[src/fbs_pkg.sv]
// Purpose: shared constants for the fieldbus slave cyclic i/o image
// Assumes: 16-bit image words, user variables addressed by a small index
// Notes:   bit positions of the unit status word and variable indices live here
package fbs_pkg;

  localparam int unsigned WORD_W = 16;
  localparam int unsigned UV_IDX_W = 3;

  // image sizes in words per direction
  localparam logic [2:0] WORDS_SMALL = 3'h2;
  localparam logic [2:0] WORDS_LARGE = 3'h4;

  // unit status word bit positions
  localparam int unsigned BIT_RUNNING   = 0;
  localparam int unsigned BIT_DRV_EN    = 1;
  localparam int unsigned BIT_SERVO_ON  = 2;
  localparam int unsigned BIT_MOT_ERR   = 3;
  localparam int unsigned BIT_FE_WARN   = 4;
  localparam int unsigned BIT_DRV_ALARM = 5;
  localparam int unsigned BIT_DRV_WARN  = 6;
  localparam int unsigned BIT_COMM_FAIL = 7;
  localparam int unsigned BIT_FWD_LIM   = 8;
  localparam int unsigned BIT_REV_LIM   = 9;
  localparam int unsigned BIT_ORIGIN    = 10;
  localparam int unsigned BIT_HOLD      = 11;
  localparam int unsigned BIT_FE_LIMIT  = 12;
  localparam int unsigned BIT_TASK1     = 13;

  // word-2 source selection codes
  localparam logic [1:0] SRC_USER   = 2'h0;
  localparam logic [1:0] SRC_UNIT   = 2'h1;
  localparam logic [1:0] SRC_DRIVER = 2'h2;
  localparam int unsigned UNIT_IO_W = 14;

  // user variable targets of output words 1 to 4
  localparam logic [UV_IDX_W-1:0] UV_OUT1 = 3'h1;
  localparam logic [UV_IDX_W-1:0] UV_OUT2 = 3'h4;
  localparam logic [UV_IDX_W-1:0] UV_OUT3 = 3'h5;
  localparam logic [UV_IDX_W-1:0] UV_OUT4 = 3'h6;

  // pin group order into the synchroniser
  localparam int unsigned PIN_SIZE  = 0;
  localparam int unsigned PIN_ALARM = 1;
  localparam int unsigned PIN_WARN  = 2;
  localparam int unsigned PIN_FWD   = 3;
  localparam int unsigned PIN_REV   = 4;
  localparam int unsigned PIN_HOLD  = 5;
  localparam int unsigned PIN_COUNT = 6;

  localparam logic [WORD_W-1:0] WORD_ZERO = 16'h0000;

endpackage : fbs_pkg

[src/fbs_io_image.sv]
// Purpose: cyclic input/output image of a fieldbus slave motion unit
// Assumes: one clock; pins synchronised here, status from same-clock logic
// Notes:   master reads a snapshot on poll, output words go to user variables
`timescale 1ns/1ps

// How it works
// - size switch off gives two words each way, on gives four.
// - a short image sits in the least significant bits of its word.
// - status bit 0 is high while the unit runs.
// - status bit 1 is high while the servo driver is enabled.
// - status bit 2 is high while axis 0 is servo-on in closed loop.
// - status bit 3 is high while any axis has a motion error.
// - status bit 4 is high while axis 0 exceeds its following-error warning.
// - status bits 5 and 6 mirror driver alarm and driver warning.
// - status bit 7 is high when the driver link has failed.
// - status bits 8 and 9 show axis 0 forward and reverse limits.
// - status bit 10 is high during an axis 0 origin search.
// - status bit 11 is high while the axis 0 hold input is active.
// - status bit 12 is high when axis 0 following error hits its limit.
// - status bits 13 to 15 show programs running on tasks 1 to 3.
// - input word 2 content follows the word-2 source selection.
// - input words 3 and 4 come from user variables 2 and 3, large mode only.
// - output words 1 to 4 store into user variables 1, 4, 5, 6.
module fbs_io_image
  import fbs_pkg::*;
#(
  parameter int unsigned AXES  = 2,
  parameter int unsigned TASKS = 3
) (
  // clock and reset
  input  wire logic                  clock_i,
  input  wire logic                  rst_i,
  // asynchronous pins
  input  wire logic                  size_switch_i,
  input  wire logic                  driver_alarm_input_i,
  input  wire logic                  driver_warn_input_i,
  input  wire logic                  fwd_limit_i,
  input  wire logic                  rev_limit_i,
  input  wire logic                  hold_input_i,
  // unit state from same-clock logic
  input  wire logic                  unit_running_i,
  input  wire logic                  driver_enabled_i,
  input  wire logic                  axis0_closed_loop_i,
  input  wire logic [AXES-1:0]       motion_error_i,
  input  wire logic                  fe_warning_i,
  input  wire logic                  driver_comm_fail_i,
  input  wire logic                  origin_search_i,
  input  wire logic                  fe_limit_i,
  input  wire logic [TASKS-1:0]      task_running_i,
  // word-2 sources
  input  wire logic [1:0]            word2_source_select_i,
  input  wire logic [UNIT_IO_W-1:0]  unit_io_map_i,
  input  wire logic [WORD_W-1:0]     driver_io_map_i,
  // user variable memory read values
  input  wire logic [WORD_W-1:0]     uv_word2_i,
  input  wire logic [WORD_W-1:0]     uv_in_a_i,
  input  wire logic [WORD_W-1:0]     uv_in_b_i,
  // cyclic read by the master
  input  wire logic                  poll_i,
  output logic      [WORD_W-1:0]     unit_status_word_o,
  output logic      [WORD_W-1:0]     selectable_input_word_o,
  output logic      [WORD_W-1:0]     user_input_word_a_o,
  output logic      [WORD_W-1:0]     user_input_word_b_o,
  output logic      [2:0]            image_words_o,
  output logic                       image_valid_o,
  // cyclic write by the master
  input  wire logic                  out_valid_i,
  input  wire logic [WORD_W-1:0]     out_word1_i,
  input  wire logic [WORD_W-1:0]     out_word2_i,
  input  wire logic [WORD_W-1:0]     out_word3_i,
  input  wire logic [WORD_W-1:0]     out_word4_i,
  output logic                       out_ready_o,
  // user variable memory write port
  output logic                       user_variable_memory_wr_o,
  output logic      [UV_IDX_W-1:0]   user_variable_memory_idx_o,
  output logic      [WORD_W-1:0]     user_variable_memory_data_o
);

  // write sequencer states
  // idle: ready high, a master write is taken on any edge with out_valid_i
  // store: one word per cycle into user variables, new writes refused
  typedef enum logic [0:0] {
    FBS_IDLE,
    FBS_STORE
  } fbs_state_t;

  typedef struct packed {
    fbs_state_t                  state;
    logic [WORD_W-1:0]           status;
    logic [WORD_W-1:0]           sel;
    logic [WORD_W-1:0]           in_a;
    logic [WORD_W-1:0]           in_b;
    logic [2:0]                  words;
    logic                        img_valid;
    logic                        out_ready;
    logic [3:0][WORD_W-1:0]      obuf;
    logic [1:0]                  pos;
    logic [1:0]                  last;
    logic                        uv_wr;
    logic [UV_IDX_W-1:0]         uv_idx;
    logic [WORD_W-1:0]           uv_data;
  } fbs_img_t;

  fbs_img_t st_reg;
  fbs_img_t st_next;

  // pin levels come out three to four edges behind the pins
  logic [PIN_COUNT-1:0] pin_raw;
  logic [PIN_COUNT-1:0] pin_lvl;
  logic [WORD_W-1:0]    status_now;
  logic [WORD_W-1:0]    sel_now;
  logic                 large_mode;

  // external pins cross into the clock domain here
  // bit order follows the PIN_ indices of the package
  assign pin_raw[PIN_SIZE]  = size_switch_i;
  assign pin_raw[PIN_ALARM] = driver_alarm_input_i;
  assign pin_raw[PIN_WARN]  = driver_warn_input_i;
  assign pin_raw[PIN_FWD]   = fwd_limit_i;
  assign pin_raw[PIN_REV]   = rev_limit_i;
  assign pin_raw[PIN_HOLD]  = hold_input_i;

  fbs_pin_sync #(
    .WIDTH   (PIN_COUNT)
  ) u_pin_sync (
    .clock_i (clock_i),
    .rst_i   (rst_i),
    .pin_i   (pin_raw),
    .level_o (pin_lvl)
  );

  assign large_mode = pin_lvl[PIN_SIZE];
  // the switch counts once per transfer: a poll latches it with the words,
  // a write latches its last word index, so a flip in mid-store never
  // cuts or extends a write already taken

  // live status word, assembled from current levels
  // same-clock flags need no synchroniser, pin flags come through it
  always_comb begin
    status_now = WORD_ZERO;
    status_now[BIT_RUNNING]   = unit_running_i;
    status_now[BIT_DRV_EN]    = driver_enabled_i;
    status_now[BIT_SERVO_ON]  = axis0_closed_loop_i;
    status_now[BIT_MOT_ERR]   = |motion_error_i;
    status_now[BIT_FE_WARN]   = fe_warning_i;
    status_now[BIT_DRV_ALARM] = pin_lvl[PIN_ALARM];
    status_now[BIT_DRV_WARN]  = pin_lvl[PIN_WARN];
    status_now[BIT_COMM_FAIL] = driver_comm_fail_i;
    status_now[BIT_FWD_LIM]   = pin_lvl[PIN_FWD];
    status_now[BIT_REV_LIM]   = pin_lvl[PIN_REV];
    status_now[BIT_ORIGIN]    = origin_search_i;
    status_now[BIT_HOLD]      = pin_lvl[PIN_HOLD];
    status_now[BIT_FE_LIMIT]  = fe_limit_i;
    for (int t = 0; t < TASKS; t++) begin
      // tasks beyond the top bit have no flag and are dropped
      if (BIT_TASK1 + t < WORD_W) begin
        status_now[BIT_TASK1 + t] = task_running_i[t];
      end
    end
  end

  // word-2 source mux; unknown codes read zero
  always_comb begin
    case (word2_source_select_i)
      SRC_USER: begin
        sel_now = uv_word2_i;
      end
      SRC_UNIT: begin
        sel_now = {{(WORD_W - UNIT_IO_W){1'b0}}, unit_io_map_i};
      end
      SRC_DRIVER: begin
        sel_now = driver_io_map_i;
      end
      default: begin
        sel_now = WORD_ZERO;
      end
    endcase
  end

  // read timing: edge 0 samples poll_i high, edge 1 shows image_valid_o
  // together with all four words; the words then stand until the next poll
  // and back-to-back polls each give a pulse
  // write timing, small image: edge 0 takes out_valid_i, edge 1 drops
  // out_ready_o, edges 2 and 3 store words 1 and 2 and raise ready again
  // with the last store; the next write can already be taken on that same edge 3
  // large image: words 3 and 4 follow on edges 4 and 5, ready with the last
  // trade-off: all four words are buffered at the taking edge, so the
  // master may change its words at once, at the cost of a 64-bit buffer
  // snapshot on poll, output word store sequence
  always_comb begin
    st_next           = st_reg;
    // both strobes are one-cycle pulses, cleared unless set below
    st_next.img_valid = 1'b0;
    st_next.uv_wr     = 1'b0;

    // a poll during a store is served at once, the two sides share no state
    // one-cycle coherent snapshot
    if (poll_i) begin
      st_next.status    = status_now;
      st_next.sel       = sel_now;
      st_next.img_valid = 1'b1;
      // extra words only in large mode
      if (large_mode) begin
        st_next.in_a  = uv_in_a_i;
        st_next.in_b  = uv_in_b_i;
        st_next.words = WORDS_LARGE;
      end else begin
        st_next.in_a  = WORD_ZERO;
        st_next.in_b  = WORD_ZERO;
        st_next.words = WORDS_SMALL;
      end
    end

    case (st_reg.state)
      FBS_IDLE: begin
        // writes arriving while busy are refused through out_ready_o
        // words are copied whole so a later change cannot tear the image
        if (out_valid_i) begin
          st_next.obuf      = {out_word4_i, out_word3_i, out_word2_i, out_word1_i};
          st_next.pos       = 2'h0;
          st_next.last      = large_mode ? 2'(WORDS_LARGE - 3'h1) : 2'(WORDS_SMALL - 3'h1);
          st_next.out_ready = 1'b0;
          st_next.state     = FBS_STORE;
        end
      end
      FBS_STORE: begin
        // word to user variable
        // pos walks the buffer; last was fixed when the write was taken
        st_next.uv_wr   = 1'b1;
        st_next.uv_data = st_reg.obuf[st_reg.pos];
        case (st_reg.pos)
          2'h0: begin
            st_next.uv_idx = UV_OUT1;
          end
          2'h1: begin
            st_next.uv_idx = UV_OUT2;
          end
          2'h2: begin
            st_next.uv_idx = UV_OUT3;
          end
          default: begin
            st_next.uv_idx = UV_OUT4;
          end
        endcase
        if (st_reg.pos == st_reg.last) begin
          st_next.out_ready = 1'b1;
          st_next.state     = FBS_IDLE;
        end else begin
          st_next.pos = st_reg.pos + 2'h1;
        end
      end
      default: begin
        // an illegal state recovers to idle with the write side ready
        st_next.state     = FBS_IDLE;
        st_next.out_ready = 1'b1;
      end
    endcase
  end

  // single state register; reset leaves an empty small image and a ready
  // write side: the struct is cleared, then the few non-zero fields set
  always_ff @(posedge clock_i) begin
    if (rst_i) begin
      st_reg           <= '0;
      st_reg.state     <= FBS_IDLE;
      st_reg.words     <= WORDS_SMALL;
      st_reg.out_ready <= 1'b1;
    end else begin
      st_reg <= st_next;
    end
  end

  // outputs straight from the state register
  // read side
  assign unit_status_word_o          = st_reg.status;
  assign selectable_input_word_o     = st_reg.sel;
  assign user_input_word_a_o         = st_reg.in_a;
  assign user_input_word_b_o         = st_reg.in_b;
  assign image_words_o               = st_reg.words;
  assign image_valid_o               = st_reg.img_valid;
  // write side
  assign out_ready_o                 = st_reg.out_ready;
  assign user_variable_memory_wr_o   = st_reg.uv_wr;
  assign user_variable_memory_idx_o  = st_reg.uv_idx;
  assign user_variable_memory_data_o = st_reg.uv_data;

endmodule : fbs_io_image

[src/fbs_pin_sync.sv]
// Purpose: three-stage synchroniser with agreement filter for slow pins
// Assumes: pins are levels that change far slower than the clock
// Notes:   the first stage feeds only the second stage
`timescale 1ns/1ps
module fbs_pin_sync #(
  parameter int unsigned WIDTH = 6
) (
  // clock and reset
  input  wire logic             clock_i,
  input  wire logic             rst_i,
  // raw pins and clean levels
  input  wire logic [WIDTH-1:0] pin_i,
  output logic      [WIDTH-1:0] level_o
);

  typedef struct packed {
    logic [WIDTH-1:0] s1;
    logic [WIDTH-1:0] s2;
    logic [WIDTH-1:0] s3;
    logic [WIDTH-1:0] lvl;
  } fbs_sync_t;

  fbs_sync_t st_reg;
  fbs_sync_t st_next;

  // shift chain; a bit only moves once stages two and three agree
  always_comb begin
    st_next    = st_reg;
    st_next.s1 = pin_i;
    st_next.s2 = st_reg.s1;
    st_next.s3 = st_reg.s2;
    for (int i = 0; i < WIDTH; i++) begin
      if (st_reg.s2[i] == st_reg.s3[i]) begin
        st_next.lvl[i] = st_reg.s3[i];
      end
    end
  end

  always_ff @(posedge clock_i) begin
    if (rst_i) begin
      st_reg <= '0;
    end else begin
      st_reg <= st_next;
    end
  end

  assign level_o = st_reg.lvl;

endmodule : fbs_pin_sync

[config.mk]
export PLATFORM = sky130hd
export DESIGN_NAME = fbs_io_image
export DESIGN_NICKNAME = d
export VERILOG_FILES = /design/src/fbs_pkg.sv /design/src/fbs_io_image.sv /design/src/fbs_pin_sync.sv
export SDC_FILE = /design/constraint.sdc
export NUM_CORES = 1
export LEC_CHECK = 0
export ABC_CLOCK_PERIOD_IN_PS = 1800
export BUFFER_PORTS_ARGS = -buffer_cell sky130_fd_sc_hd__buf_2
export CORE_AREA = 2 2 133 122
export CTS_BUF_LIST = sky130_fd_sc_hd__clkbuf_4 sky130_fd_sc_hd__clkbuf_8 sky130_fd_sc_hd__clkbuf_16
export CTS_CLUSTER_DIAMETER = 60
export DETAILED_ROUTE_END_ITERATION = 10
export DIE_AREA = 0 0 135 124
export PLACE_DENSITY = 0.77
export SLEW_MARGIN = 30
export SYNTH_ARGS = -nofsm -noshare
export SYNTH_HDL_FRONTEND = slang
export SYNTH_HIERARCHICAL = 1
export SYNTH_SLANG_ARGS = --single-unit
[constraint.sdc]
create_clock -name clock_i -period 1.8 [get_ports clock_i]
set_clock_uncertainty 0.1 [all_clocks]
set_input_delay 0.09 -clock clock_i [delete_from_list [all_inputs] [get_ports clock_i]]
set_output_delay 0.09 -clock clock_i [all_outputs]
set_load 0.01 [all_outputs]
# Word-level counts from Yosys, hierarchy flattened
# Cells that the tools add are included.
[op_classes] addsub=1 order_cmp=1 n_eq_ne=14 mux=16 bitwise=1 reduce_logical=6
[ops] op="$mux W69" count=1
[ops] op="$pmux W16 S3" count=1
[ops] op="$mux W35" count=1
[ops] op="$bmux W16 S2" count=1
[ops] op="$mux W20" count=1
[ops] op="$mux W16" count=1
[ops] op="$pmux W3 S3" count=1
[ops] op="$eq A1 B1 Y1" count=6
[ops] op="$reduce_and A2 Y1" count=3
[ops] op="$eq A2 B1 Y1 const B" count=2
[ops] op="$eq A2 B2 Y1 const B" count=2
[ops] op="$logic_not A2 Y1" count=2
[ops] op="$mux W1" count=4
[ops] op="$mux W2" count=2
[ops] op="$ne A2 B2 Y1 const B" count=2
[ops] op="$pmux W1 S2" count=2
[ops] op="$pmux W2 S2" count=1
[ops] op="$lt A2 B3 Y1 const B" count=1
[ops] op="$add A2 B1 Y2 const B" count=1
[ops] op="$eq A2 B2 Y1" count=1
[ops] op="$ne A2 B1 Y1 const B" count=1
[ops] op="$reduce_or A2 Y1" count=1
[ops] op="$not A1 Y1" count=1
[word_totals] register_bits=182 in_bits=166 out_inout_bits=89 elab_cells=65

# Longest topological paths before layout
# Gate-level depths: netlist of the first run.
[logic_depth] depth_word=3 depth_mapped=7 mapped_depth_nobuf=4

# Modules after synthesis
# Netlist of the first run, hierarchy kept.
[modules_own_cells] module="fbs_io_image" instances=1 cells_each=745 area_per_inst_um2=6812.8 seq_area_each_um2=3143.0
[modules_own_cells] module="fbs_pin_sync" instances=1 cells_each=68 area_per_inst_um2=765.7 seq_area_each_um2=480.5

# Least setup slack after synthesis of the first run
# Ideal clock, no wire load.
[synth_path] path_type="register -> register" start="register st_reg[23] (netlist name)" end="register st_reg[23] (netlist name)" setup_time_ns=0.121 arrival_time_ns=1.428 required_ns=1.579 path_slack_ns=0.152 path_stages_with_launch=7 path_buffers=2 period_less_slack_ns=1.648 cell_sequence="dfxtp_1 buf_2 buf_2 inv_1 ha_1 nor2b_1 mux2_2"
[synth_via] elab_chain_cells=3 word_cells_on_any_way=6 cone_classes="1 x add/sub; 2 x eq/ne; 2 x mux; 1 x reduce/logical"
[synth_rtl] element="start, declared" line="fbs_io_image.sv:104" text="fbs_img_t st_reg;"
[synth_rtl] element="start signal, assigned" line="fbs_io_image.sv:269" text="st_reg <= st_next;"
[synth_rtl] element="$add A2 B1 Y2 / $eq A2 B2 Y1 (equally long branches)" line="fbs_io_image.sv:249, fbs_io_image.sv:245"
[synth_rtl] element="$mux W2 / $ne A2 B2 Y1 (equally long branches)"
[synth_rtl] element="$pmux W2 S2 / $reduce_and A2 Y1 (equally long branches)"
# Parallel ways exist; a longest one is shown, timed or not. The select of a mux whose other input is x is not followed.
# A chain may end at the register's enable or synchronous reset.

# Worst setup path in the final report of the first run
[layout_path] start="input rst_i" end="register u_pin_sync.st_reg (netlist bit u_pin_sync/st_next[17])"
[layout_lines] element="start, declared" line="fbs_io_image.sv:32" text="input wire logic rst_i,"
[layout_lines] element="end signal, assigned" line="fbs_pin_sync.sv:43" text="st_reg <= st_next;"
[layout_lines] element="end, declared" line="fbs_pin_sync.sv:23" text="fbs_sync_t st_reg;"
# No word-level cell between the ends.

==> run summary, run 1 <==
Entering global routing, the biggest net connects 50 pins. The post-detailed-route count of antenna-violating nets came out at 0. The number of top-level pins came out at 255. At the pin with the least slew margin, the transition time is 641 ps. The switching share of total power is 25.2%. Routability-driven placement finished with a final weighted congestion of 0.807. The total nets after synthesis is 983. In this run the horizontal extent of the chip is 135 µm.

The met1 track demand over resource is 27.4%. After floorplanning, the core was sized to cover 0.0153 mm². The met3 capacity usage during global routing came out at 6.63%. The launch point of the worst reg-to-reg path is st_reg[157].

In this run the critical register-to-register path is captured at st_reg[37]. The number of global-route vias before repair came out at 6492. The share of total power in the clock network came out at 41.7%. STA classifies the critical path endpoint as a register.

The effective utilization at floorplan came out at 49.6%. The required time at the worst-slack endpoint is 2020 ps. The first detailed-routing pass ran for 5 iterations. Counting I/O delays and the setup requirement, the final critical path takes 1570 ps. The post-detailed-placement half-perimeter wirelength came out at 12100 µm.

The netlist area before placement came out at 0.00758 mm². The register clock-pin slew on the reported worst setup and hold paths came out at 70 ps. The path with the worst hold slack has its endpoint at selectable_input_word_o[1]. The number of distinct library cells after synthesis came out at 32. The first-pass GRT wire length is 31700 µm. In this run the power density over the cells is 898 mW/mm².

The number of storage elements in the synthesis netlist came out at 181. The endpoint arrival time on the critical path is 1790 ps. Of all nets on the critical path, the largest fanout is 42. The critical path class is input pin to register. The cts-stage hold buffer count is 136. The most prevalent standard cell on the critical path is sky130_fd_sc_hd__dlygate4sd3_1. The share of post-route cells with drive strength above 1 is 30.9%. The startpoint identified for the worst hold timing path is poll_i.

The number of buffers on the longest clock path is 2. Synthesis produced 813 cells. The worst path uses 87.1% of the clock period.

The aggregate routed wire length is 20800 µm. The number of design rule violations left after detail routing came out at 0. The leakage power summed over all cells is 4.60 nW. The die covers 0.0167 mm². The minimum setup slack after placement came out at 258 ps. The clock latency at the later pin of the worst-skew pair is 430 ps. The final setup violation count is 0. The via density per instance is 5.08. The total global routing overflow came out at 0. Grouping stages by cell kind, the critical path spends the most delay in buffers and inverters. Summing all non-filler instances in the final layout gives an area of 0.0103 mm². The flow ran to the end, and the final reports show no timing, DRC or antenna violations. The filler cell count came out at 1134. The total placed instance area is 0.00835 mm². The register with the most flip-flops in the layout has 69 of them. The global routing stage identified its most utilized layer as met2.

The row count is 43. The peak supply drop is 0.661 mV. Cell internal power was estimated by the tool at 6.95 mW. The share of total power dissipated in sequential elements is 45.9%. The signal on the critical path passes through dlygate4sd3_1 -> buf_6 -> and2b_1 -> dlygate4sd3_1. The met2 usage is 42.9%. TritonCTS built the clock tree. The sequential cell area fraction in the yosys report is 47.8%. The filler-free cell count of the finished design is 1307.

The final worst setup slack is 233 ps. The combinational cell fraction of total power is 12.4%. The H-tree generated during clock tree synthesis spans 4 levels.

The count of warnings emitted by yosys is 6. The count of input and output buffers is 253. The all-layer global routing usage came out at 24.4%. The number of buffers added by the clock tree synthesis step came out at 17.

The count of cells resized by post-cts repair is 0. The max capacitance violation total came out at 0. The number of cells in the design after placement is 1138. The detailed router finished its first iteration with 374 violations. For this run, the slowest stage of the critical path takes 570 ps. The number of antenna violations at the first check in global routing is 1. The tree is rooted in a sky130_fd_sc_hd__clkbuf_16.

The analysis attributes to net switching a power of 2.34 mW. The worst hold path belongs to the class input pin to register. The worst-case reg-to-reg path depth came out at 5. The area overhead of the layout relative to synthesis came out at 36.4%. The via total after detailed routing is 6639. The maximum clock frequency came out at 0.638 GHz.

Setup repair after global routing left no endpoint under its margin. The final-layout setup total negative slack came out at 0 ps. The total count of max-transition violations in the final report is 0. The number of nets in the final layout is 1261.

The hold-critical path depth came out at 3. The number of post-CTS setup repair buffers is 0. The remaining max-slew budget at the tightest pin came out at 57.2%. The height of the die is 124 µm. The launching element type of the critical path is an input pin. The detail-routed net length per standard cell is 15.9 µm. Dividing the synthesized area by the synthesized cell count gives 9.32 µm². The setup check on the worst reg-to-reg path leaves a slack of 240 ps. The number of hold-slack violations in the final timing report is 0. The end-of-flow core utilization is 67.6%. The combined buffer and inverter count along the critical path is 3. The slowest stage of the critical path belongs to the cell sky130_fd_sc_hd__dlygate4sd3_1.

Clock tree synthesis found a total of 181 sinks.
[metal layers]
| metal | vias to the layer above | share of wire (%) |
|---|---|---|
| li1 | 3198 | - |
| met1 | 3088 | 40 |
| met2 | 295 | 50 |
| met3 | 58 | 7.4 |
| met4 | 0 | 3.0 |
| met5 | - | 0 |
[cells in the final DEF (no fill, tap or decap), drive strengths merged]
master,count
a211oi,15
a21boi,1
a21oi,75
a221oi,1
a22oi,47
and2,1
and2b,4
buf,272
bufinv,2
clkbuf,18
clkinv,4
clkinvlp,1
conb,1
dfxtp,181
diode,1
dlygate4sd3,136
ha,4
inv,14
mux2,18
mux2i,32
mux4,16
nand2,136
nand2b,2
nor2,89
nor2b,19
nor3,3
o211ai,1
o21a,1
o21ai,8
xnor2,2
[cells by family after synthesis]
family / Yosys count / share of synthesized area [%]
and+or+nand+nor: 254 / 13.8
DFF: 181 / 47.8
buffers and inverters: 156 / 13.3
AOI/OAI and AO/OA: 149 / 12.0
muxes: 66 / 12.1
adders and majority gates: 4 / 0.660
xor gates and xnor gates: 2 / 0.231
other: 1 / 0.0495
[worst min-delay path, stage by stage]
cell and delay (ps):
sky130_fd_sc_hd__buf_2 220, sky130_fd_sc_hd__nor2_1 140, sky130_fd_sc_hd__a211oi_1 50
[cell type report]
| class | count | area, µm² | area share [%] |
|---|---|---|---|
| Inverter | 7 | 26.3 | 0.254 |
| Clock buffer | 18 | 439 | 4.25 |
| Antenna cell | 1 | 2.50 | 0.0242 |
| Tap cell | 202 | 253 | 2.45 |
| Multi-Input combinational cell | 476 | 2950 | 28.6 |
| Sequential cell | 181 | 3620 | 35.1 |
| Timing Repair Buffer | 408 | 2850 | 27.6 |
| Clock inverter | 14 | 184 | 1.78 |
[through the flow]
| stage | hold WS [ps] | power [mW] |
|---|---|---|
| after floorplan | 115 | 4.92 |
| after global placement | 197 | 5.21 |
| after detailed placement | 200 | 5.23 |
| after CTS | 20.7 | 9.32 |
| after global routing | 56.2 | 9.62 |
| final | 35.2 | 9.28 |
[cell usage after synthesis, drive strengths merged]
library cell  number  area [µm²]
dfxtp            181        3620
nand2            136         510
buf              127         902
nor2              89         334
a21oi             75         375
a22oi             47         353
mux2i             32         320
clkbuf            22        82.6
nor2b             19         139
mux2              18         203
mux4              16         390
a211oi            15         113
o21ai              8        40.0
inv                7        26.3
and2b              4        30.0
ha                 4        50.1
nor3               3        15.0
nand2b             2        12.5
xnor2              2        17.5
a21boi             1        7.51
a221oi             1        8.76
and2               1        6.26
conb               1        3.75
o211ai             1        7.51
o21a               1        7.51
[worst max path at each step]
| stage | from | end | cells past startpoint |
|---|---|---|---|
| floorplan | st_reg[23] | st_reg[23] | 6 |
| CTS | st_reg[22] | st_reg[23] | 5 |
| detailed placement | st_reg[22] | st_reg[23] | 5 |
| finish | rst_i | u_pin_sync/st_next[17] | 4 |
| global placement | st_reg[22] | st_reg[23] | 5 |
| global route | st_reg[157] | st_reg[37] | 5 |
[power by group through the flow]
stage                     Clock (mW)  Combinational (mW)  Sequential [mW]
after floorplan                    0               0.601             4.32
after global placement             0               0.866             4.34
after detailed placement           0               0.882             4.35
after CTS                       3.94                1.12             4.26
after global routing            4.10                1.25             4.27
final                           3.88                1.15             4.26
(Power assumes the default switching activity.)
==> run 2, diff against run 1 <==
--- a/config.mk
+++ b/config.mk
@@ -5,13 +5,14 @@
 export SDC_FILE = /design/constraint.sdc
 export NUM_CORES = 1
 export LEC_CHECK = 0
+export ABC_AREA = 1
 export ABC_CLOCK_PERIOD_IN_PS = 1800
 export BUFFER_PORTS_ARGS = -buffer_cell sky130_fd_sc_hd__buf_2
-export CORE_AREA = 2 2 133 122
+export CORE_AREA = 2 2 134 123
 export CTS_BUF_LIST = sky130_fd_sc_hd__clkbuf_4 sky130_fd_sc_hd__clkbuf_8 sky130_fd_sc_hd__clkbuf_16
 export CTS_CLUSTER_DIAMETER = 60
 export DETAILED_ROUTE_END_ITERATION = 10
-export DIE_AREA = 0 0 135 124
+export DIE_AREA = 0 0 136 125
 export PLACE_DENSITY = 0.77
 export SLEW_MARGIN = 30
 export SYNTH_ARGS = -nofsm -noshare
==> run 2 against run 1 <==
Against the previous run:
- sequential power increased by 2%
- non-clock buffer count is 14 higher
- register-to-register slack improved by 150 ps
- sequential share of layout area shrank 1.1 points
- core utilization up 0.23 points
- count of clock-buffer cells in the layout is 3 higher
- largest power group unchanged
- synthesized cell count rose by 28%
- first-iteration DRC count rose by 76%
- global-route usage increased by 3.1 points
- largest cell class unchanged
- critical path depth is 3 higher
- cell count rose by 18%
==> run summary, run 2 <==
The number of top-level pins is 255. The reg-to-reg endpoint is st_reg[42]. In this run the worst hold path is classified as input pin to register. Dividing the detail-routed via count by the number of cells gives 5.08. The startpoint identified for the worst register-to-register timing path is st_reg[157]. The die covers 0.0170 mm².

The aggregate routed wire length came out at 24000 µm. The number of clock sinks came out at 181. The register clock-pin slew on the reported worst setup and hold paths came out at 70 ps.

The worst hold margin came out at 236 ps. The clock tree from TritonCTS is done. Static timing analysis puts the maximum clock frequency at 0.572 GHz. The die is 136 µm wide. The critical hold path startpoint is out_valid_i. The setup path with the least slack is of type input pin to register. The final-layout setup total negative slack came out at 0 ps. The number of antenna violations at the first check in global routing is 1. The effective utilization at floorplan came out at 49.8%. The max capacitance violation total is 0. The mean cell area of the mapped netlist is 7.52 µm². Setup repair after global routing left no endpoint under its margin.

The minimum setup slack after placement is 498 ps. The root buffer cell chosen for the clock tree is sky130_fd_sc_hd__clkbuf_16. The setup check on the worst reg-to-reg path leaves a slack of 390 ps. In this run the number of H-tree levels came out at 4.

The number of distinct library cells after synthesis is 22. For the finished layout, the period the worst path requires is 1750 ps. The netlist area before placement is 0.00784 mm². The number of nets in the final layout is 1492. The fraction of registers with async set or reset after synthesis came out at 0%. Counting the buffers created by CTS gives 17.

The worst path uses 97.1% of the clock period. Leaving out fill and tap cells, the most frequent cell in the layout is sky130_fd_sc_hd__buf_2. The worst setup path is launched from an input pin.

For the worst-skew pair, the clock arrives at the later sink with an insertion delay of 430 ps. The routed layout has 7837 vias. The post-detailed-placement half-perimeter wirelength came out at 13800 µm. The final worst setup slack is 51.6 ps. The number of hold-slack violations in the final timing report came out at 0. The required time at the worst-slack endpoint came out at 2010 ps. The register with the most flip-flops in the layout has 69 of them. The most frequently used cell type in the post-synthesis netlist is sky130_fd_sc_hd__dfxtp_1. The peak supply drop came out at 0.786 mV. Dividing total power by cell area gives a power density of 903 mW/mm².

The detail-routed net length per standard cell is 15.5 µm. The total nets after synthesis came out at 1212. The run finished with clean final reports. The total count of max-transition violations in the final report came out at 0. The number of enable-type register cells in the synthesized netlist is 0. The number of cells on the worst reg-to-reg path is 5. The area share of the largest cell type after synthesis is 46.2%. The post-detailed-route count of antenna-violating nets came out at 0.

Global routing finished with a remaining overflow of 0. The count of warnings emitted by yosys came out at 6. The routability-driven placement congestion ratio came out at 0.886. In this run the tool buffered the top-level ports with 253 buffer cells. For this block, the initial DRC count from the detailed router was 659.

The first detailed-routing pass ran for 6 iterations. The area overhead of the layout relative to synthesis is 36.3%. The height of the die is 125 µm.

The element type at the critical path end is a register. The largest area contributor in the synthesized netlist is sky130_fd_sc_hd__dfxtp_1. The first global-routing pass estimated 36900 µm of wire.

The number of post-CTS setup repair buffers is 0. The endpoint arrival time on the critical path came out at 1960 ps. The hold-critical path depth came out at 6. The path with the worst hold slack has its endpoint at st_reg[68]. The number of design rule violations left after detail routing is 0.

In the layout the commonest cells are 252 x sky130_fd_sc_hd__buf_2, 180 x sky130_fd_sc_hd__dfxtp_1, 158 x sky130_fd_sc_hd__nor2_1. The all-layer global routing usage is 27.5%. The pin count of the biggest net entering global routing is 89. The placeable core area is 0.0157 mm². The final setup violation count came out at 0. The row count came out at 44. Sorting the synthesized cells by how often they occur yields 181 x sky130_fd_sc_hd__dfxtp_1, 158 x sky130_fd_sc_hd__nor2_1, 151 x sky130_fd_sc_hd__nand2_1. Sorting the synthesized cells by area gives the leading types as sky130_fd_sc_hd__dfxtp_1 46%, sky130_fd_sc_hd__buf_4 9.0%, sky130_fd_sc_hd__nor2_1 7.6%. The sequential cell area fraction in the yosys report came out at 46.2%. The number of global-route vias before repair is 7404. The cell count after synthesis came out at 1042. The commonest register cell after synthesis is sky130_fd_sc_hd__dfxtp_1.

The largest driver fanout on the critical path is 68. The number of buffers on the longest clock path came out at 2. The filler cell count came out at 1187. Cells with a size suffix above 1 make up 24.0% of the layout. In this run, synthesis produced a sequential element count of 181. Measured on the finished design, the core utilization comes to 67.9%.

The leakage power summed over all cells is 4.91 nW.
[run 2: worst max-delay path by stage]
stage | endpoint | cells after the start | from
after detailed placement | user_variable_memory_idx_o[0] | 5 | st_reg[157]
after global routing | selectable_input_word_o[14] | 7 | poll_i
final | selectable_input_word_o[14] | 7 | poll_i
after global placement | st_reg[78] | 5 | st_reg[157]
after floorplan | st_reg[41] | 6 | st_reg[157]
after CTS | unit_status_word_o[2] | 7 | poll_i
[run 2: layout make-up]
| class | count | area, µm² | share of cell area, % |
|---|---|---|---|
| Sequential cell | 181 | 3620 | 33.9 |
| Timing Repair Buffer | 422 | 3040 | 28.4 |
| Multi-Input combinational cell | 620 | 2850 | 26.7 |
| Clock buffer | 21 | 462 | 4.32 |
| Inverter | 80 | 303 | 2.83 |
| Tap cell | 207 | 259 | 2.42 |
| Clock inverter | 11 | 150 | 1.41 |
| Antenna cell | 1 | 2.50 | 0.0234 |
[run 2: routing by layer]
layer	up-vias	track usage, %	routed length [µm]
met1	3544	34.2	9950
met2	410	43.2	10800
met5	-	0	0
li1	3796	-	-
met4	0	14.2	1100
met3	87	7.87	2100
[run 2: power breakdown]
group,internal (mW),total [mW],switching [mW]
combinational,0.686,1.46,0.774
sequential,4.24,4.36,0.118
clock,2.28,3.83,1.55
total,7.20,9.65,2.45
[run 2: stage by stage]
| stage | std cells | area [µm²] | total power [mW] |
|---|---|---|---|
| 2_1_floorplan | 1042 | 7840 | 5.19 |
| 3_3_place_gp | 1355 | 8490 | 5.54 |
| 3_5_place_dp | 1355 | 8490 | 5.55 |
| 4_1_cts | 1541 | 10600 | 9.61 |
| 5_1_grt | 1543 | 10700 | 10.0 |
| 6_report | 1543 | 10700 | 9.65 |
[run 2: kinds of logic (layout without fill, tap and decap cells)]
family / count (synthesis) / in the layout / share of synthesized area [%]
AO/OA/AOI/OAI: 233 / 233 / 15.8
adder cells (fa/ha/maj): 4 / 4 / 0.639
buffers and inverters: 241 / 534 / 17.4
flip-flops: 181 / 181 / 46.2
other: 1 / 2 / 0.0479
AND/OR/NAND/NOR: 382 / 382 / 19.9
[run 2: what timing repair did]
| action | in CTS | in global routing |
|---|---|---|
| setup endpoints to repair | 0 | 7 |
| gates resized for setup | 0 | 3 |
| hold endpoints to repair | 134 | 0 |
| hold buffers | 154 | 0 |
[run 2: critical path, stage by stage]
cell and delay, ps:
sky130_fd_sc_hd__dlygate4sd3_1 540, sky130_fd_sc_hd__buf_2 160, sky130_fd_sc_hd__buf_12 280, sky130_fd_sc_hd__nand3_1 110
sky130_fd_sc_hd__dlygate4sd3_1 570, sky130_fd_sc_hd__o211ai_1 110, sky130_fd_sc_hd__inv_1 80
==> run 3, diff against run 2 <==
--- a/config.mk
+++ b/config.mk
@@ -8,12 +8,12 @@
 export ABC_AREA = 1
 export ABC_CLOCK_PERIOD_IN_PS = 1800
 export BUFFER_PORTS_ARGS = -buffer_cell sky130_fd_sc_hd__buf_2
-export CORE_AREA = 2 2 134 123
+export CORE_AREA = 2 2 190 173
 export CTS_BUF_LIST = sky130_fd_sc_hd__clkbuf_4 sky130_fd_sc_hd__clkbuf_8 sky130_fd_sc_hd__clkbuf_16
 export CTS_CLUSTER_DIAMETER = 60
 export DETAILED_ROUTE_END_ITERATION = 10
-export DIE_AREA = 0 0 136 125
-export PLACE_DENSITY = 0.77
+export DIE_AREA = 0 0 192 175
+export PLACE_DENSITY = 0.43
 export SLEW_MARGIN = 30
 export SYNTH_ARGS = -nofsm -noshare
 export SYNTH_HDL_FRONTEND = slang
==> run 3 against run 2 <==
Against the previous run:
- cell count up 13%
- critical path depth did not move
- combinational power shrank 4%
- routed wire length is 1.9% higher
- die area increased by 98%
- sequential power about the same
- worst setup slack better by 56 ps
- count of clock-buffer cells in the layout decreased by 3
- core utilization fell by 34 points
- flip-flop and latch count unchanged
- non-clock buffer count decreased by 3
- register-to-register slack lost 190 ps
==> run summary, run 3 (same netlist as run 2, synthesis figures left out) <==
The placeable core area came out at 0.0317 mm². For hold timing, the worst endpoint is st_reg[78]. The aggregate routed wire length came out at 24500 µm. The number of top-level pins came out at 255. The number of buffers on the longest clock path is 2.

The first-pass GRT wire length came out at 38100 µm. The number of clock sinks is 181. The peak supply drop came out at 0.601 mV.

The total placed instance area is 0.00879 mm². The smallest clock period supported by the final layout is computed as 1690 ps. The count of inserted antenna diode cells came out at 0. The post-detailed-route count of antenna-violating nets is 0. Detailed placement finished with a half-perimeter wire length of 16300 µm. The register clock-pin slew on the reported worst setup and hold paths is 70 ps. Once the floorplan was initialized, standard cells occupied 24.8% of the core. The commonest non-fill, non-tap cell in the layout is sky130_fd_sc_hd__buf_2.

The flip-flop count of the largest register, all copies and words added came out at 69. In this run the core area contains 62 standard-cell rows. Measured along the x axis, the die boundary spans 192 µm. Measured along the y axis, the die boundary spans 175 µm.

The final period utilization came out at 94.0%. The detail-routed net length per standard cell came out at 14.0 µm. The routability-driven placement congestion ratio came out at 0.781. The flow ran to the end, and the final reports show no timing, DRC or antenna violations. The reg-to-reg endpoint is st_reg[76].

In this run the worst path has a maximum fanout of 34. The all-layer global routing usage came out at 14.4%. STA classifies the critical path startpoint as an input pin.

The hold-critical path depth came out at 4. The worst setup path is of the input pin to register kind. The tree is rooted in a sky130_fd_sc_hd__clkbuf_16.

The number of antenna violations at the first check in global routing is 0. The endpoint arrival time on the critical path came out at 1910 ps. The worst-case reg-to-reg path depth came out at 5.

The number of buffers added by the clock tree synthesis step came out at 17. The filler cell count came out at 3360. Setup violations remaining at the end of the flow were counted as 0. The number of global-route vias before repair was 7213. The leakage power summed over all cells is 4.86 nW. The clock latency at the later pin of the worst-skew pair is 430 ps.

In this run the post-CTS setup repair buffer count came out at 0. The pin count of the biggest net entering global routing is 89. Setup repair after global routing left no endpoint under its margin. The number of hold-slack violations in the final timing report came out at 0. TritonCTS built the clock tree.

The worst hold margin came out at 35.2 ps. The final-layout setup total negative slack is 0 ps. The required time at the worst-slack endpoint is 2020 ps. The full die area is 0.0336 mm².

The number of detailed-routing iterations run before antenna repair came out at 4. After detailed routing, the number of remaining DRC violations is 0. The area of combinational cells with multiple inputs is 0.00285 mm². At the end of the flow, the number of nets in the layout was 1489.

The final instance area came out at 0.0108 mm². The worst register-to-register path begins at st_reg[157]. The via density per instance came out at 4.21. STA classifies the critical path endpoint as a register. The min-delay analysis places its worst path in the category input pin to register. The count of input and output buffers is 253.

Dividing total power by cell area gives a power density of 870 mW/mm². The via total after detailed routing is 7363. The maximum clock frequency is 0.591 GHz.

Of the cells placed in the final design, the portion with a size suffix greater than 1 is 24.3%. The worst reg-to-reg setup slack is 200 ps. The H-tree generated during clock tree synthesis spans 4 levels. In this run the most critical hold path is launched from out_word4_i[6]. In the layout the commonest cells are 252 x sky130_fd_sc_hd__buf_2, 180 x sky130_fd_sc_hd__dfxtp_1, 158 x sky130_fd_sc_hd__nor2_1. The max capacitance violation total came out at 0. The register cell area after layout is 0.00362 mm². The total count of max-transition violations in the final report came out at 0.

The total global routing overflow is 0. Relative to the synthesized area, the layout overhead comes to 38.3%. The initial DRC count is 285.
-- run 3: changes by cell type in the layout (fill, tap and decap cells not counted), moves of 2 or more --
cell,previous run,this run
sky130_fd_sc_hd__buf_4,8,13
sky130_fd_sc_hd__bufinv_16,3,0
sky130_fd_sc_hd__clkbuf_4,3,1
sky130_fd_sc_hd__clkinv_4,2,4
sky130_fd_sc_hd__clkinv_8,0,2
sky130_fd_sc_hd__dlygate4sd3_1,154,147
sky130_fd_sc_hd__inv_8,0,3
-- run 3: timing repair --
action                                  in CTS  in global routing
hold endpoints to repair                   128                  0
resized for setup                            0                  2
endpoints found under the setup margin       0                  1
hold buffers                               147                  0
-- run 3: worst max-delay path by stage --
stage	from	endpoint	slack, ps	cells past startpoint
after CTS	st_reg[157]	st_reg[76]	90	5
after global routing	poll_i	selectable_input_word_o[15]	5	7
after floorplan	st_reg[157]	st_reg[41]	580	6
after global placement	st_reg[22]	st_reg[22]	290	8
final	poll_i	selectable_input_word_o[15]	110	7
after detailed placement	st_reg[22]	st_reg[22]	260	7
-- run 3: final cells by class --
type,instances,share of cell area [%]
clock buffers,18,3.99
flip-flops and latches,181,33.4
clock inverters,14,1.29
repair buffers,419,27.4
multi-input cells,620,26.3
inverters,80,2.79
well taps,416,4.80
-- run 3: power by group --
part           leakage (nW)  internal, mW  switching (mW)
combinational          3.09         0.666           0.730
clock                 0.280          1.86            1.82
sequential             1.49          4.24           0.121
-- run 3: per-stage QoR --
stage | std cells | utilization [%] | power (mW) | worst slack [ps]
5_1_grt | 1748 | 34.2 | 9.96 | 4.53
2_1_floorplan | 1042 | - | 5.19 | 579
6_report | 1748 | 34.2 | 9.43 | 108
4_1_cts | 1748 | 34.2 | 9.61 | 94.5
3_3_place_gp | 1569 | 27.8 | 5.59 | 289
3_5_place_dp | 1569 | 27.8 | 5.59 | 262
-- run 3: critical path, cell delays in order --
cell and delay [ps]:
sky130_fd_sc_hd__dlygate4sd3_1 530, sky130_fd_sc_hd__buf_2 130, sky130_fd_sc_hd__buf_4 340, sky130_fd_sc_hd__nand3_1 110, sky130_fd_sc_hd__dlygate4sd3_1 570, sky130_fd_sc_hd__o211ai_1 80
sky130_fd_sc_hd__inv_1 50
-- run 3: layer usage --
layer	up-vias	global-route usage, %	share of wire [%]
li1	3793	-	-
met1	3395	19.5	48
met2	162	22.9	45
met3	13	3.55	5.9
met4	0	3.72	1.2
met5	-	0	0
